--- config.mk ---
export PLATFORM = sky130hd
export DESIGN_NAME = mact_engine
export DESIGN_NICKNAME = d
export VERILOG_FILES = /design/src/common/mact_pkg.sv /design/src/rtl/mact_gap_counter.sv /design/src/rtl/mact_engine.sv
export SDC_FILE = /design/constraint.sdc
export NUM_CORES = 1
export LEC_CHECK = 0
export BUFFER_PORTS_ARGS = -buffer_cell sky130_fd_sc_hd__buf_2
export CAP_MARGIN = 25
export CORE_MARGIN = 1.5
export CORE_UTILIZATION = 40
export CTS_BUF_LIST = sky130_fd_sc_hd__clkbuf_4 sky130_fd_sc_hd__clkbuf_8 sky130_fd_sc_hd__clkbuf_16
export DETAILED_ROUTE_END_ITERATION = 10
export PLACE_DENSITY = 0.62
export SLEW_MARGIN = 20
export SYNTH_ARGS = -nofsm -noshare
export SYNTH_HDL_FRONTEND = slang
export SYNTH_HIERARCHICAL = 1
export SYNTH_SLANG_ARGS = --single-unit
--- constraint.sdc ---
create_clock -name clk -period 2.9 [get_ports clk]
set_clock_uncertainty 0.15 [all_clocks]
set_input_delay 0.145 -clock clk [delete_from_list [all_inputs] [get_ports clk]]
set_output_delay 0.145 -clock clk [all_outputs]
set_load 0.005 [all_outputs]
--- src/common/mact_pkg.sv ---
// Purpose: Shared types and constants for the memory access cycle timing engine
// Assumes: One memory/CPU bus clock drives every user of this package
// Notes:   Each pattern packs eight 4-bit figures; the top nibble is the first-word latency
package mact_pkg;

  localparam int MACT_FIG_W     = 4;
  localparam int MACT_GAPS      = 7;
  localparam int MACT_FIRST_LSB = 28;
  localparam int MACT_SUM_W     = 8;

  typedef enum logic [1:0] {
    MACT_MEM_SDRAM = 2'h0,
    MACT_MEM_EDO   = 2'h1,
    MACT_MEM_FPM   = 2'h2,
    MACT_MEM_FLASH = 2'h3
  } mact_mem_t;

  // Memory configuration of the range being accessed
  typedef struct packed {
    mact_mem_t  mem;          // Device technology
    logic [1:0] grade;        // Speed grade; only one grade per technology is timed
    logic       interleave;   // Bank-interleaved range
    logic       page_mode;    // Open page kept in this range
    logic       page_hit;     // Access falls in the open page
    logic       module_range; // Plug-in module range, else base memory
  } mact_cfg_t;

  // CPU memory command
  typedef struct packed {
    logic write;       // Write command, else read
    logic line;        // Eight-word cache line, else one or two words
    logic two_words;   // Two-word single access
    logic offset_zero; // Access starts at word offset 0
    logic sequential;  // Address follows the previous access
  } mact_req_t;

  typedef logic [31:0] mact_pat_t;

  localparam mact_pat_t MACT_PAT_SD_BASE_RD   = 32'h9111_1111;
  localparam mact_pat_t MACT_PAT_SD_BASE_WR   = 32'h7111_1111;
  localparam mact_pat_t MACT_PAT_SD_MOD_RD    = 32'hB131_3131;
  localparam mact_pat_t MACT_PAT_SD_MOD_WR    = 32'h9444_4444;
  localparam mact_pat_t MACT_PAT_EDO_RD       = 32'h9222_2222;
  localparam mact_pat_t MACT_PAT_EDO_IL_RD    = 32'h9111_1111;
  localparam mact_pat_t MACT_PAT_EDO_PM_RD    = 32'hD111_1111;
  localparam mact_pat_t MACT_PAT_EDO_SEQ_RD   = 32'h3121_1111;
  localparam mact_pat_t MACT_PAT_EDO_HIT_RD   = 32'h7111_1111;
  localparam mact_pat_t MACT_PAT_EDO_WR       = 32'h7222_2222;
  localparam mact_pat_t MACT_PAT_EDO_IL_WR    = 32'h7222_0000;
  localparam mact_pat_t MACT_PAT_EDO_PM_WR    = 32'hB222_0000;
  localparam mact_pat_t MACT_PAT_EDO_HIT_WR   = 32'h5222_0000;
  localparam mact_pat_t MACT_PAT_EDO_MIL_RD   = 32'hB131_3131;
  localparam mact_pat_t MACT_PAT_EDO_MOD_RD   = 32'hB444_4444;
  localparam mact_pat_t MACT_PAT_EDO_MIL_WR   = 32'h9444_0000;
  localparam mact_pat_t MACT_PAT_EDO_MOD_WR   = 32'h9444_4444;
  localparam mact_pat_t MACT_PAT_FPM_IL_RD    = 32'hB141_4141;
  localparam mact_pat_t MACT_PAT_FPM_RD       = 32'hB555_5555;
  localparam mact_pat_t MACT_PAT_FPM_IL_WR    = 32'hA555_0000;
  localparam mact_pat_t MACT_PAT_FPM_WR       = 32'hA555_5555;
  localparam mact_pat_t MACT_PAT_FL_IL_RD     = 32'hD161_6161;
  localparam mact_pat_t MACT_PAT_FL_RD        = 32'hD777_7777;
  localparam mact_pat_t MACT_PAT_FL_IL_WR     = 32'hB666_0000;
  localparam mact_pat_t MACT_PAT_FL_WR        = 32'hB666_6666;

  localparam logic [3:0] MACT_XFER_LINE = 4'h8;
  localparam logic [3:0] MACT_XFER_DW   = 4'h4;
  localparam logic [3:0] MACT_XFER_TWO  = 4'h2;
  localparam logic [3:0] MACT_XFER_ONE  = 4'h1;
  localparam logic [3:0] MACT_CNT_FIRE  = 4'h1;
  localparam logic [7:0] MACT_SINCE_ONE = 8'h01;

endpackage

--- src/rtl/mact_gap_counter.sv ---
// Purpose: Down counter that fires once a loaded number of clocks has passed
// Assumes: Load value is at least one
// Notes:   Fires in the cycle the count reaches one; a load in that cycle chains the next gap
`timescale 1ns/10ps
module mact_gap_counter #(
  parameter int W = 4
) (
  input  wire logic         clk,      // Bus clock
  input  wire logic         rst,      // Asynchronous reset, active high
  input  wire logic         ce,       // Clock enable
  input  wire logic         load,     // Start a new count
  input  wire logic [W-1:0] load_val, // Clocks until fire
  output logic              fire      // Count has elapsed
);

  logic [W-1:0] cnt_ff;

  always_ff @(posedge clk or posedge rst) begin
    if (rst) begin
      cnt_ff <= '0;
    end else if (ce) begin
      if (load) begin
        cnt_ff <= load_val;
      end else if (cnt_ff != '0) begin
        cnt_ff <= cnt_ff - W'(1);
      end
    end
  end

  assign fire = ce && (cnt_ff == W'(1));

endmodule // mact_gap_counter

--- src/rtl/mact_engine.sv ---
// Purpose: Cycle timing of CPU line fills and writes against local memory
// Assumes: Command and configuration come from logic on the same clock
// Notes:   Counts are bus clocks; word strobes mark each transfer on the CPU side
// Summary of operation
// - A cache line fill is eight word transfers timed in bus clocks.
// - Latency counts from the command edge; later figures are gaps between words.
// - Next operation waits until the summed write figures have elapsed.
// - Interleaved writes move double-words, so a line write is four transfers.
// - Line fill after short offset-zero read uses page-hit timing, not sequential.
// - Base SDRAM read: first word at 9 clocks, then one clock apart.
// - Base SDRAM write: first word at 7 clocks, then one clock apart.
// - Module SDRAM read: 11 clocks, then gaps 1,3,1,3,1,3,1.
// - Module SDRAM write: 9 clocks, then four clocks per word.
// - Interleaved page-mode EDO sequential hit read: 3, then 1,2,1,1,1,1,1.
`timescale 1ns/10ps
module mact_engine (
  input  wire logic              clk,            // Bus clock, 25 MHz
  input  wire logic              rst,            // Asynchronous reset, active high
  input  wire logic              ce,             // Clock enable; low freezes all state
  input  wire logic              cpu_req,        // CPU command valid
  input  wire mact_pkg::mact_req_t cpu_cmd,      // CPU command
  input  wire mact_pkg::mact_cfg_t mem_cfg,      // Configuration of the target range
  output logic                   cpu_ready,      // Command may be taken this cycle
  output logic                   cpu_word_strobe,// One word moves this cycle
  output logic [2:0]             cpu_word_idx,   // Index of the word moving
  output logic                   cpu_word_write, // Current operation is a write
  output logic                   cpu_busy        // Operation in progress
);

  typedef enum logic [1:0] {
    ST_IDLE = 2'b01,
    ST_RUN  = 2'b10
  } mact_state_t;

  mact_state_t         state_ff;
  mact_pkg::mact_pat_t pat_ff;
  logic [3:0]          xfers_ff;
  logic [2:0]          word_cnt_ff;
  logic                write_ff;
  logic                prev_short_ff;
  logic [7:0]          since_ff;
  logic [7:0]          total_ff;
  logic [7:0]          last_fire_ff;

  logic                take;
  logic                fire;
  logic                last;
  logic                seq_eff;
  logic                cnt_load;
  logic [3:0]          cnt_val;
  mact_pkg::mact_pat_t nxt_pat;
  logic [3:0]          nxt_xfers;

  function automatic logic [3:0] first_of(mact_pkg::mact_pat_t p);
    return p[mact_pkg::MACT_FIRST_LSB +: mact_pkg::MACT_FIG_W];
  endfunction

  function automatic logic [3:0] gap_of(mact_pkg::mact_pat_t p, logic [2:0] k);
    return p[(mact_pkg::MACT_GAPS - 1 - int'(k)) * mact_pkg::MACT_FIG_W +: mact_pkg::MACT_FIG_W];
  endfunction

  function automatic logic [7:0] total_of(mact_pkg::mact_pat_t p, logic [3:0] n);
    logic [7:0] s;
    s = 8'(first_of(p));
    for (int i = 0; i < mact_pkg::MACT_GAPS; i++) begin
      if (4'(i + 1) < n) begin
        s = s + 8'(gap_of(p, 3'(i)));
      end
    end
    return s;
  endfunction

  // Nearest listed timing for every configuration
  function automatic mact_pkg::mact_pat_t select_pat(mact_pkg::mact_cfg_t c, logic wr,
                                                     logic seq);
    mact_pkg::mact_pat_t p;
    p = mact_pkg::MACT_PAT_SD_BASE_RD;
    unique case (c.mem)
      mact_pkg::MACT_MEM_SDRAM: begin
        if (c.module_range) begin
          p = wr ? mact_pkg::MACT_PAT_SD_MOD_WR : mact_pkg::MACT_PAT_SD_MOD_RD;
        end else begin
          p = wr ? mact_pkg::MACT_PAT_SD_BASE_WR : mact_pkg::MACT_PAT_SD_BASE_RD;
        end
      end
      mact_pkg::MACT_MEM_EDO: begin
        if (c.module_range) begin
          if (wr) begin
            p = c.interleave ? mact_pkg::MACT_PAT_EDO_MIL_WR : mact_pkg::MACT_PAT_EDO_MOD_WR;
          end else begin
            p = c.interleave ? mact_pkg::MACT_PAT_EDO_MIL_RD : mact_pkg::MACT_PAT_EDO_MOD_RD;
          end
        end else if (!c.interleave) begin
          p = wr ? mact_pkg::MACT_PAT_EDO_WR : mact_pkg::MACT_PAT_EDO_RD;
        end else if (!c.page_mode) begin
          p = wr ? mact_pkg::MACT_PAT_EDO_IL_WR : mact_pkg::MACT_PAT_EDO_IL_RD;
        end else if (!c.page_hit) begin
          p = wr ? mact_pkg::MACT_PAT_EDO_PM_WR : mact_pkg::MACT_PAT_EDO_PM_RD;
        end else if (wr) begin
          p = mact_pkg::MACT_PAT_EDO_HIT_WR;
        end else begin
          p = seq ? mact_pkg::MACT_PAT_EDO_SEQ_RD : mact_pkg::MACT_PAT_EDO_HIT_RD;
        end
      end
      mact_pkg::MACT_MEM_FPM: begin
        if (wr) begin
          p = c.interleave ? mact_pkg::MACT_PAT_FPM_IL_WR : mact_pkg::MACT_PAT_FPM_WR;
        end else begin
          p = c.interleave ? mact_pkg::MACT_PAT_FPM_IL_RD : mact_pkg::MACT_PAT_FPM_RD;
        end
      end
      mact_pkg::MACT_MEM_FLASH: begin
        if (wr) begin
          p = c.interleave ? mact_pkg::MACT_PAT_FL_IL_WR : mact_pkg::MACT_PAT_FL_WR;
        end else begin
          p = c.interleave ? mact_pkg::MACT_PAT_FL_IL_RD : mact_pkg::MACT_PAT_FL_RD;
        end
      end
    endcase
    return p;
  endfunction

  // A fill following a short offset-zero read loses the sequential timing
  assign seq_eff = cpu_cmd.sequential && !(cpu_cmd.line && prev_short_ff);
  assign nxt_pat = select_pat(mem_cfg, cpu_cmd.write, seq_eff);

  always_comb begin
    if (cpu_cmd.write && mem_cfg.interleave) begin
      nxt_xfers = cpu_cmd.line ? mact_pkg::MACT_XFER_DW : mact_pkg::MACT_XFER_ONE;
    end else if (cpu_cmd.line) begin
      nxt_xfers = mact_pkg::MACT_XFER_LINE;
    end else begin
      nxt_xfers = cpu_cmd.two_words ? mact_pkg::MACT_XFER_TWO : mact_pkg::MACT_XFER_ONE;
    end
  end

  // Ready also in the last transfer so a new command starts exactly at the sum
  assign last      = fire && ({1'b0, word_cnt_ff} == (xfers_ff - mact_pkg::MACT_XFER_ONE));
  assign cpu_ready = ce && ((state_ff == ST_IDLE) || last);
  assign take      = cpu_req && cpu_ready;

  // Write data arrives back to back, so each figure is the memory-side rate
  assign cnt_load = take || (fire && !last);
  assign cnt_val  = take ? first_of(nxt_pat) : gap_of(pat_ff, word_cnt_ff);

  mact_gap_counter #(
    .W (mact_pkg::MACT_FIG_W)
  ) u_gap (
    .clk      (clk),
    .rst      (rst),
    .ce       (ce),
    .load     (cnt_load),
    .load_val (cnt_val),
    .fire     (fire)
  );

  always_ff @(posedge clk or posedge rst) begin
    if (rst) begin
      state_ff <= ST_IDLE;
    end else if (ce) begin
      if (take) begin
        state_ff <= ST_RUN;
      end else if (last) begin
        state_ff <= ST_IDLE;
      end
    end
  end

  always_ff @(posedge clk or posedge rst) begin
    if (rst) begin
      pat_ff   <= mact_pkg::MACT_PAT_SD_BASE_RD;
      xfers_ff <= mact_pkg::MACT_XFER_ONE;
      write_ff <= 1'b0;
      total_ff <= '0;
    end else if (ce && take) begin
      pat_ff   <= nxt_pat;
      xfers_ff <= nxt_xfers;
      write_ff <= cpu_cmd.write;
      total_ff <= total_of(nxt_pat, nxt_xfers);
    end
  end

  always_ff @(posedge clk or posedge rst) begin
    if (rst) begin
      word_cnt_ff <= '0;
    end else if (ce) begin
      if (take) begin
        word_cnt_ff <= '0;
      end else if (fire && !last) begin
        word_cnt_ff <= word_cnt_ff + 3'h1;
      end
    end
  end

  always_ff @(posedge clk or posedge rst) begin
    if (rst) begin
      prev_short_ff <= 1'b0;
    end else if (ce && take) begin
      prev_short_ff <= !cpu_cmd.line && !cpu_cmd.write && cpu_cmd.offset_zero;
    end
  end

  // Clocks since the command edge; that edge is cycle zero
  always_ff @(posedge clk or posedge rst) begin
    if (rst) begin
      since_ff     <= '0;
      last_fire_ff <= '0;
    end else if (ce) begin
      if (take) begin
        since_ff <= mact_pkg::MACT_SINCE_ONE;
      end else if (state_ff == ST_RUN) begin
        since_ff <= since_ff + mact_pkg::MACT_SINCE_ONE;
      end
      if (fire) begin
        last_fire_ff <= since_ff;
      end
    end
  end

  assign cpu_word_strobe = fire;
  assign cpu_word_idx    = word_cnt_ff;
  assign cpu_word_write  = write_ff;
  assign cpu_busy        = (state_ff == ST_RUN);

  property p_line_eight;
    @(posedge clk) disable iff (rst)
      (take && cpu_cmd.line && !(cpu_cmd.write && mem_cfg.interleave))
      |=> (xfers_ff == mact_pkg::MACT_XFER_LINE);
  endproperty
  a_line_eight: assert property (p_line_eight) else $error("line fill not eight words");

  property p_first_latency;
    @(posedge clk) disable iff (rst)
      (fire && (word_cnt_ff == '0)) |-> (since_ff == 8'(first_of(pat_ff)));
  endproperty
  a_first_latency: assert property (p_first_latency) else $error("first word mistimed");

  property p_word_gap;
    @(posedge clk) disable iff (rst)
      (fire && (word_cnt_ff != '0))
      |-> ((since_ff - last_fire_ff) == 8'(gap_of(pat_ff, word_cnt_ff - 3'h1)));
  endproperty
  a_word_gap: assert property (p_word_gap) else $error("word gap mistimed");

  property p_sum_elapsed;
    @(posedge clk) disable iff (rst)
      (cpu_busy && cpu_ready) |-> (since_ff == total_ff);
  endproperty
  a_sum_elapsed: assert property (p_sum_elapsed) else $error("ready before sum elapsed");

  property p_dw_write;
    @(posedge clk) disable iff (rst)
      (take && cpu_cmd.write && cpu_cmd.line && mem_cfg.interleave)
      |=> (xfers_ff == mact_pkg::MACT_XFER_DW) ##0 !cpu_ready [*3];
  endproperty
  a_dw_write: assert property (p_dw_write) else $error("interleaved write not four");

  property p_after_short;
    @(posedge clk) disable iff (rst)
      (take && cpu_cmd.line && !cpu_cmd.write && prev_short_ff)
      |=> (pat_ff != mact_pkg::MACT_PAT_EDO_SEQ_RD);
  endproperty
  a_after_short: assert property (p_after_short) else $error("sequential timing after short read");

  property p_sd_base_rd;
    @(posedge clk) disable iff (rst)
      (take && (mem_cfg.mem == mact_pkg::MACT_MEM_SDRAM) && !mem_cfg.module_range
       && !cpu_cmd.write && cpu_cmd.line) |=> (pat_ff == mact_pkg::MACT_PAT_SD_BASE_RD);
  endproperty
  a_sd_base_rd: assert property (p_sd_base_rd) else $error("base SDRAM read pattern");

  property p_sd_base_wr;
    @(posedge clk) disable iff (rst)
      (take && (mem_cfg.mem == mact_pkg::MACT_MEM_SDRAM) && !mem_cfg.module_range
       && cpu_cmd.write) |=> (pat_ff == mact_pkg::MACT_PAT_SD_BASE_WR);
  endproperty
  a_sd_base_wr: assert property (p_sd_base_wr) else $error("base SDRAM write pattern");

  property p_sd_mod_rd;
    @(posedge clk) disable iff (rst)
      (take && (mem_cfg.mem == mact_pkg::MACT_MEM_SDRAM) && mem_cfg.module_range
       && !cpu_cmd.write) |=> (pat_ff == mact_pkg::MACT_PAT_SD_MOD_RD);
  endproperty
  a_sd_mod_rd: assert property (p_sd_mod_rd) else $error("module SDRAM read pattern");

  property p_sd_mod_wr;
    @(posedge clk) disable iff (rst)
      (take && (mem_cfg.mem == mact_pkg::MACT_MEM_SDRAM) && mem_cfg.module_range
       && cpu_cmd.write) |=> (pat_ff == mact_pkg::MACT_PAT_SD_MOD_WR);
  endproperty
  a_sd_mod_wr: assert property (p_sd_mod_wr) else $error("module SDRAM write pattern");

  property p_edo_seq;
    @(posedge clk) disable iff (rst)
      (take && (mem_cfg.mem == mact_pkg::MACT_MEM_EDO) && !mem_cfg.module_range
       && mem_cfg.interleave && mem_cfg.page_mode && mem_cfg.page_hit && !cpu_cmd.write
       && cpu_cmd.sequential && !(cpu_cmd.line && prev_short_ff))
      |=> (pat_ff == mact_pkg::MACT_PAT_EDO_SEQ_RD);
  endproperty
  a_edo_seq: assert property (p_edo_seq) else $error("EDO sequential hit pattern");

  property p_pattern_set;
    @(posedge clk) disable iff (rst)
      cpu_busy |-> (first_of(pat_ff) != '0) && (xfers_ff != '0);
  endproperty
  a_pattern_set: assert property (p_pattern_set) else $error("no timing selected");

endmodule // mact_engine

==> qor.csv, run 1 <==
metric,value,unit
area taken by multi-input logic gates,0.00129,mm^2
Synth async-reset ratio,100,%
residual DRC count,0,
Die W,77.7,um
TNS Setup,0,ps
CTS sink cnt,31,
fin. max-slew vios,0,
number of fill cells in the layout,548,
global-route wire length before repair,8490,um
DRT Pass-1 Iters,4,
IO Port Bufs,21,
Hold Path Depth,2,
post-DR vias/cell,5.30,
Crit. End Element,flip-flop,
dpl ws,136,ps
syn_area_per_cell,8.86,um^2
CTS tree,done,
Cells after DPL,338,
Worst EP required,2960,ps
vias,1855,
initial antenna violation count,0,
Leakage,1.20,nW
"EDFF count, synth",0,
pin count of the biggest net entering global routing,21,
fmax,372,MHz
RSZ-0062 raised after global routing,false,
number of synthesis warnings,6,
status,"finished, final reports clean",
R2R Setup Slk,210,ps
Worst EP arrival,2750,ps
Top Ports,24,
final period utilization,92.6,%
vias in the first global route,1792,
Synth Instances,252,
final count of negative-setup-slack endpoints,0,
synthesized area,0.00223,mm^2
cts bufs inserted,5,
# Max-Cap Violations,0,
"FF+latch count, synth",31,
Avg WL per Cell,13.7,um
pwr/cell area,488,mW/mm^2
Hold Path Sink,pat_ff[9],
antenna-violating nets left,0,
Initial Util,41.1,%
Tmin final,2690,ps
register area share after synthesis,35.2,%
GPL Wtd Cong,0.837,
r2r startpoint,xfers_ff[0],
Core Area,0.00544,mm^2
Unique masters post-synth,59,
Routed Wire Length,4790,um
crit path max fanout,9,
CTS H-tree depth,2,
R2R cell count,9,
critical path class,flip-flop to flip-flop,
hold path start,mem_cfg[3],
Synth Net Count,281,
Total GRT Usage,17.8,%
clock tree buffer depth,2,
worst slew pin tran,698,ps
Slew headroom,53.4,%
Clock transition at path regs,70,ps
share of cells above drive strength 1,21.9,%
type of the most critical hold path,primary input to flip-flop,
Std-Cell Rows,27,
Area Growth Syn to Fin,13.9,%
die area,0.00604,mm^2
dpl hpwl,3590,um
"Hold Vio Cnt, Final",0,
worst vdd ir,199,uV
Post-Layout Cell Count,350,
end of the worst register-to-register path,u_gap/cnt_ff[1],
CP startpoint kind,flip-flop,
fin nets,306,
Seq. cell area,786,um^2
Main synth FF type,dfrtp_1,
final worst setup slack,213,ps
Root Driver,clkbuf_8,
clock latency on the worst-skew pair,280,ps
Initial DRC Count,80,
n_diodes,0,
GRT overflow,0,
Die H,77.7,um
## worst max-delay path by stage
stage / start / to
floorplan: xfers_ff[0] / u_gap/cnt_ff[1]
global placement: xfers_ff[0] / u_gap/cnt_ff[1]
detailed placement: xfers_ff[0] / u_gap/cnt_ff[1]
CTS: xfers_ff[0] / u_gap/cnt_ff[1]
global route: xfers_ff[0] / u_gap/cnt_ff[0]
finish: xfers_ff[0] / u_gap/cnt_ff[1]
## area by class of cell
| class | instances | share of cell area (%) |
|---|---|---|
| multi-input cells | 187 | 50.8 |
| flip-flops and latches | 31 | 30.9 |
| repair buffers | 34 | 8.65 |
| well taps | 72 | 3.54 |
| clock buffers | 7 | 3.29 |
| inverters | 18 | 2.65 |
| clock inverters | 1 | 0.197 |
## layer usage
layer | part of all wire [%] | track usage (%)
met1 | 49 | 23.7
met2 | 46 | 28.4
met3 | 3.3 | 4.00
met4 | 1.6 | 6.00
met5 | 0 | 0
## sequential cells by signal, indices dropped and copies added, names as in the netlist
signal and cells:
cpu_word_idx 3, cpu_word_write 1, pat_ff 16, prev_short_ff 1, state_ff 2, u_gap/cnt_ff 4, xfers_ff 4
## critical path, stage by stage (launching register included)
cell	delay, ps
dfstp_2	560
inv_1	50
ha_1	220
xor3_1	210
a2bb2oi_2	230
o31a_4	240
nand2_1	90
or4b_4	530
nand2_1	130
mux2i_1	190
## synth_stat cells (2+ instances only)
cell type	number	area, um^2
nand2b_1	5	31.3
o31ai_1	5	37.5
mux2_4	3	45.0
o211ai_1	3	22.5
clkbuf_1	5	18.8
nand2_1	33	124
o221ai_1	2	17.5
xnor2_1	2	17.5
o21ai_0	16	80.1
nor3b_1	2	15.0
mux2i_1	8	80.1
buf_1	2	7.51
nor3_1	4	20.0
o21ai_1	7	35.0
a21oi_1	11	55.1
a31oi_1	2	12.5
nand4_1	3	18.8
ha_1	12	150
nor2_1	13	48.8
o21a_1	4	30.0
a31o_2	2	17.5
nor2b_1	5	31.3
a211oi_1	2	15.0
dfstp_2	8	210
inv_1	18	67.6
nand3_1	6	30.0
o22a_1	2	17.5
dfrtp_1	23	576
buf_6	5	56.3
xor2_1	2	17.5
buf_2	4	20.0
a21o_1	6	45.0
## through the flow
| step | hold WS, ps | power (W) | utilization [%] | instance area (um^2) |
|---|---|---|---|---|
| after floorplan | -239 | 0.000797 | - | 2240 |
| after global placement | -108 | 0.000895 | 44.0 | 2390 |
| after detailed placement | -98.2 | 0.000904 | 44.3 | 2410 |
| after CTS | 90.2 | 0.00126 | 46.7 | 2540 |
| after global routing | 103 | 0.00133 | 46.8 | 2540 |
| final | 93.1 | 0.00124 | 46.8 | 2540 |
## repair_timing
item	4_1_cts	5_1_grt
hold endpoints to repair	16	0
setup buffers	0	0
hold buffers	4	0
endpoints found under the setup margin	0	3
gates resized for setup	0	2
## kinds of logic (layout without fill, tap and decap cells)
| family | after synthesis | in the layout | share of synthesized area [%] |
|---|---|---|---|
| buffers and inverters | 34 | 60 | 7.62 |
| AND/OR/NAND/NOR | 82 | 82 | 18.8 |
| adder cells (fa/ha/maj) | 12 | 12 | 6.72 |
| flip-flops | 31 | 31 | 35.2 |
| multiplexers | 12 | 12 | 6.11 |
| XOR/XNOR | 5 | 5 | 2.63 |
| AO/OA/AOI/OAI | 76 | 76 | 23.0 |
## power by group
group	leakage (nW)	internal, W	total (W)	switching (W)
clock network	0.0491	0.000187	0.000342	0.000155
logic	0.777	0.000172	0.000381	0.000209
registers	0.372	0.000469	0.000519	0.0000505
total	1.20	0.000827	0.00124	0.000415
## cell usage in the layout (no fill, tap or decap), types with 4 or more instances in the layout
cell type,Yosys,final
a21o_1,6,6
nor3_1,4,4
dfstp_2,8,8
mux2i_1,8,8
nor2b_1,5,5
ha_1,12,12
nand3_1,6,6
buf_4,0,8
o31ai_1,5,5
inv_1,18,18
nand2b_1,5,5
nor2_1,13,13
o21a_1,4,4
dlygate4sd3_1,0,4
buf_2,4,21
dfrtp_1,23,23
o21ai_0,16,15
clkbuf_8,0,5
nand2_1,33,33
o21ai_1,7,8
a21oi_1,11,11
Power figures use the tool's default switching activity.
==> run 2, diff against run 1 <==
==> constraint.sdc (replaced) <==
create_clock -name clk -period 2.2 [get_ports clk]
set_clock_uncertainty 0.15 [all_clocks]
set_input_delay 0.11 -clock clk [delete_from_list [all_inputs] [get_ports clk]]
set_output_delay 0.11 -clock clk [all_outputs]
set_load 0.005 [all_outputs]
==> run 2 against run 1 <==
  * Flip-flop and latch count is the same
  * Routed wire length grew 11%
  * Final cell count is 8.0% higher
  * Worst setup slack lost 490 ps
  * Sequential power is 27% higher
  * Largest power group is now combinational cells
  * Global-route usage grew 0.50 points
  * Worst hold slack got worse by 89 ps
  * Sequential share of layout area decreased by 4.3 points
  * Clock power increased by 49%
  * Non-clock buffer count increased by 28
  * Core utilization increased by 7.6 points
  * The flow now finishes with violations (negative setup slack)
  * Register-to-register slack worse by 490 ps
==> qor.csv, run 2 (synthesized netlist as in run 1, its figures left out) <==
metric,value,unit
critical path class,flip-flop to flip-flop,
post-DR vias/cell,5.26,
RSZ-0062 raised after global routing,true,
Initial Util,41.1,%
Die H,77.7,um
DRT Pass-1 Iters,4,
worst vdd ir,296,uV
max incr delay on CP,540,ps
Leakage,1.42,nW
status,"finished, violations left",
critical path depth,9,
share of cells above drive strength 1,35.0,%
Root Driver,clkbuf_8,
antenna-violating nets left,0,
IO Port Bufs,21,
fmax,404,MHz
Hold Path Depth,3,
CP Buf/Inv Count,1,
most frequent cells in the layout,"buf_4, nand2_1, dfrtp_1",
TNS Setup,-3800,ps
"Hold Vio Cnt, Final",0,
Slew headroom,47.6,%
pwr/cell area,637,mW/mm^2
GRT overflow,0,
Crit. End Element,flip-flop,
"commonest non-fill, non-tap cell in the layout",buf_4,
# Max-Cap Violations,0,
fin. max-slew vios,0,
GR peak layer,met2,
fin nets,334,
largest register by flop count,pat_ff,
CP startpoint kind,flip-flop,
max reg flops,16,
Die W,77.7,um
n_diodes,0,
cells along the critical path,inv_2 > ha_4 > xor3_1 > a2bb2oi_4 > o31a_4 > nand2_2 > or4b_4 > a31o_1 > o31ai_1,
Clock transition at path regs,70,ps
GPL Wtd Cong,0.791,
final hold slack,4.35,ps
vias,1987,
Worst EP required,2240,ps
Std-Cell Rows,27,
vias in the first global route,1914,
failing checks,negative setup slack,
dpl ws,-432,ps
crit-path leading delay family,compound AO/OA/AOI/OAI gates,
global-route wire length before repair,8850,um
Total GRT Usage,18.3,%
met2 Use GR,30.8,%
R2R cell count,9,
dpl hpwl,3790,um
Initial DRC Count,108,
Avg WL per Cell,14.0,um
cts bufs inserted,5,
top flop regs,"pat_ff x16, u_gap/cnt_ff x4, xfers_ff x4",
clock latency on the worst-skew pair,280,ps
final count of negative-setup-slack endpoints,27,
Top Ports,24,
type of the most critical hold path,primary input to flip-flop,
final worst setup slack,-276,ps
initial antenna violation count,0,
die area,0.00604,mm^2
pin count of the biggest net entering global routing,28,
Tmin final,2480,ps
Core Area,0.00544,mm^2
slowest CP cell,dfstp_2,
crit path max fanout,6,
met3 usage,3.18,%
CTS tree,done,
Area Growth Syn to Fin,32.5,%
residual DRC count,0,
Routed Wire Length,5310,um
worst slew pin tran,785,ps
Worst EP arrival,2510,ps
CTS sink cnt,31,
final period utilization,113,%
CTS H-tree depth,2,
clock tree buffer depth,2,
met1 global-route usage,24.0,%
run 2: cell count changes in the layout (fill, tap and decap cells not counted), moves of 2 or more:
cell,previous run,this run
buf_4,8,34
a21oi_1,11,7
clkbuf_8,5,7
o21ai_0,15,13
nand2_1,33,31
o31ai_2,0,2
a21oi_4,0,2
a21oi_2,1,3
buf_6,0,2
o31ai_1,5,2
run 2: report_power, final:
| group | total [W] | switching, W | leakage [nW] | internal, W |
|---|---|---|---|---|
| logic | 0.000718 | 0.000362 | 0.988 | 0.000356 |
| clock network | 0.000509 | 0.000211 | 0.0549 | 0.000298 |
| registers | 0.000659 | 0.0000413 | 0.372 | 0.000618 |
| total | 0.00189 | 0.000615 | 1.42 | 0.00127 |
run 2: repair_timing:
action | in CTS | in global routing
pin swaps | 4 | 10
buffers inserted | 3 | 1
gates resized for setup | 17 | 14
hold buffers | 5 | 0
endpoints found under the hold margin | 17 | 0
endpoints found under the setup margin | 29 | 29
run 2: path summary, 6_finish.rpt:
check                          startpoint               to  slack [ps]
hold / removal                 cpu_cmd[3]      xfers_ff[0]           4
hold reg to reg            cpu_word_write   cpu_word_write         330
min in group asynchronous             rst  u_gap/cnt_ff[1]         100
setup / recovery              xfers_ff[0]  u_gap/cnt_ff[0]        -280
max in group asynchronous             rst       pat_ff[30]         950
setup reg to reg              xfers_ff[0]  u_gap/cnt_ff[0]        -280
run 2: metrics by stage:
step,std cells,util (%),area (um^2),total power (W)
after floorplan,252,-,2270,0.00106
after global placement,363,48.1,2620,0.00133
after detailed placement,363,48.1,2620,0.00134
after CTS,379,52.9,2880,0.00188
after global routing,378,54.4,2960,0.00200
final,378,54.4,2960,0.00189
run 2: area by class of cell:
| cell class | count | area [um^2] |
|---|---|---|
| Sequential cell | 31 | 786 |
| Inverter | 18 | 67.6 |
| Fill cell | 535 | 2480 |
| Clock buffer | 8 | 104 |
| Timing Repair Buffer | 62 | 433 |
| Tap cell | 72 | 90.1 |
| Multi-Input combinational cell | 187 | 1480 |
run 2: metal layers:
layer	share of wire (%)	wire, um
met1	49	2600
met4	1.0	53
met5	0	0
met2	48	2540
met3	2.3	120
run 2: worst min-delay path: cells and delay by family:
| kind | cells | cell delay, ps |
|---|---|---|
| AO/OA/AOI/OAI | 1 | 140 |
| buffers and inverters | 1 | 130 |
| AND/OR/NAND/NOR | 1 | 50 |
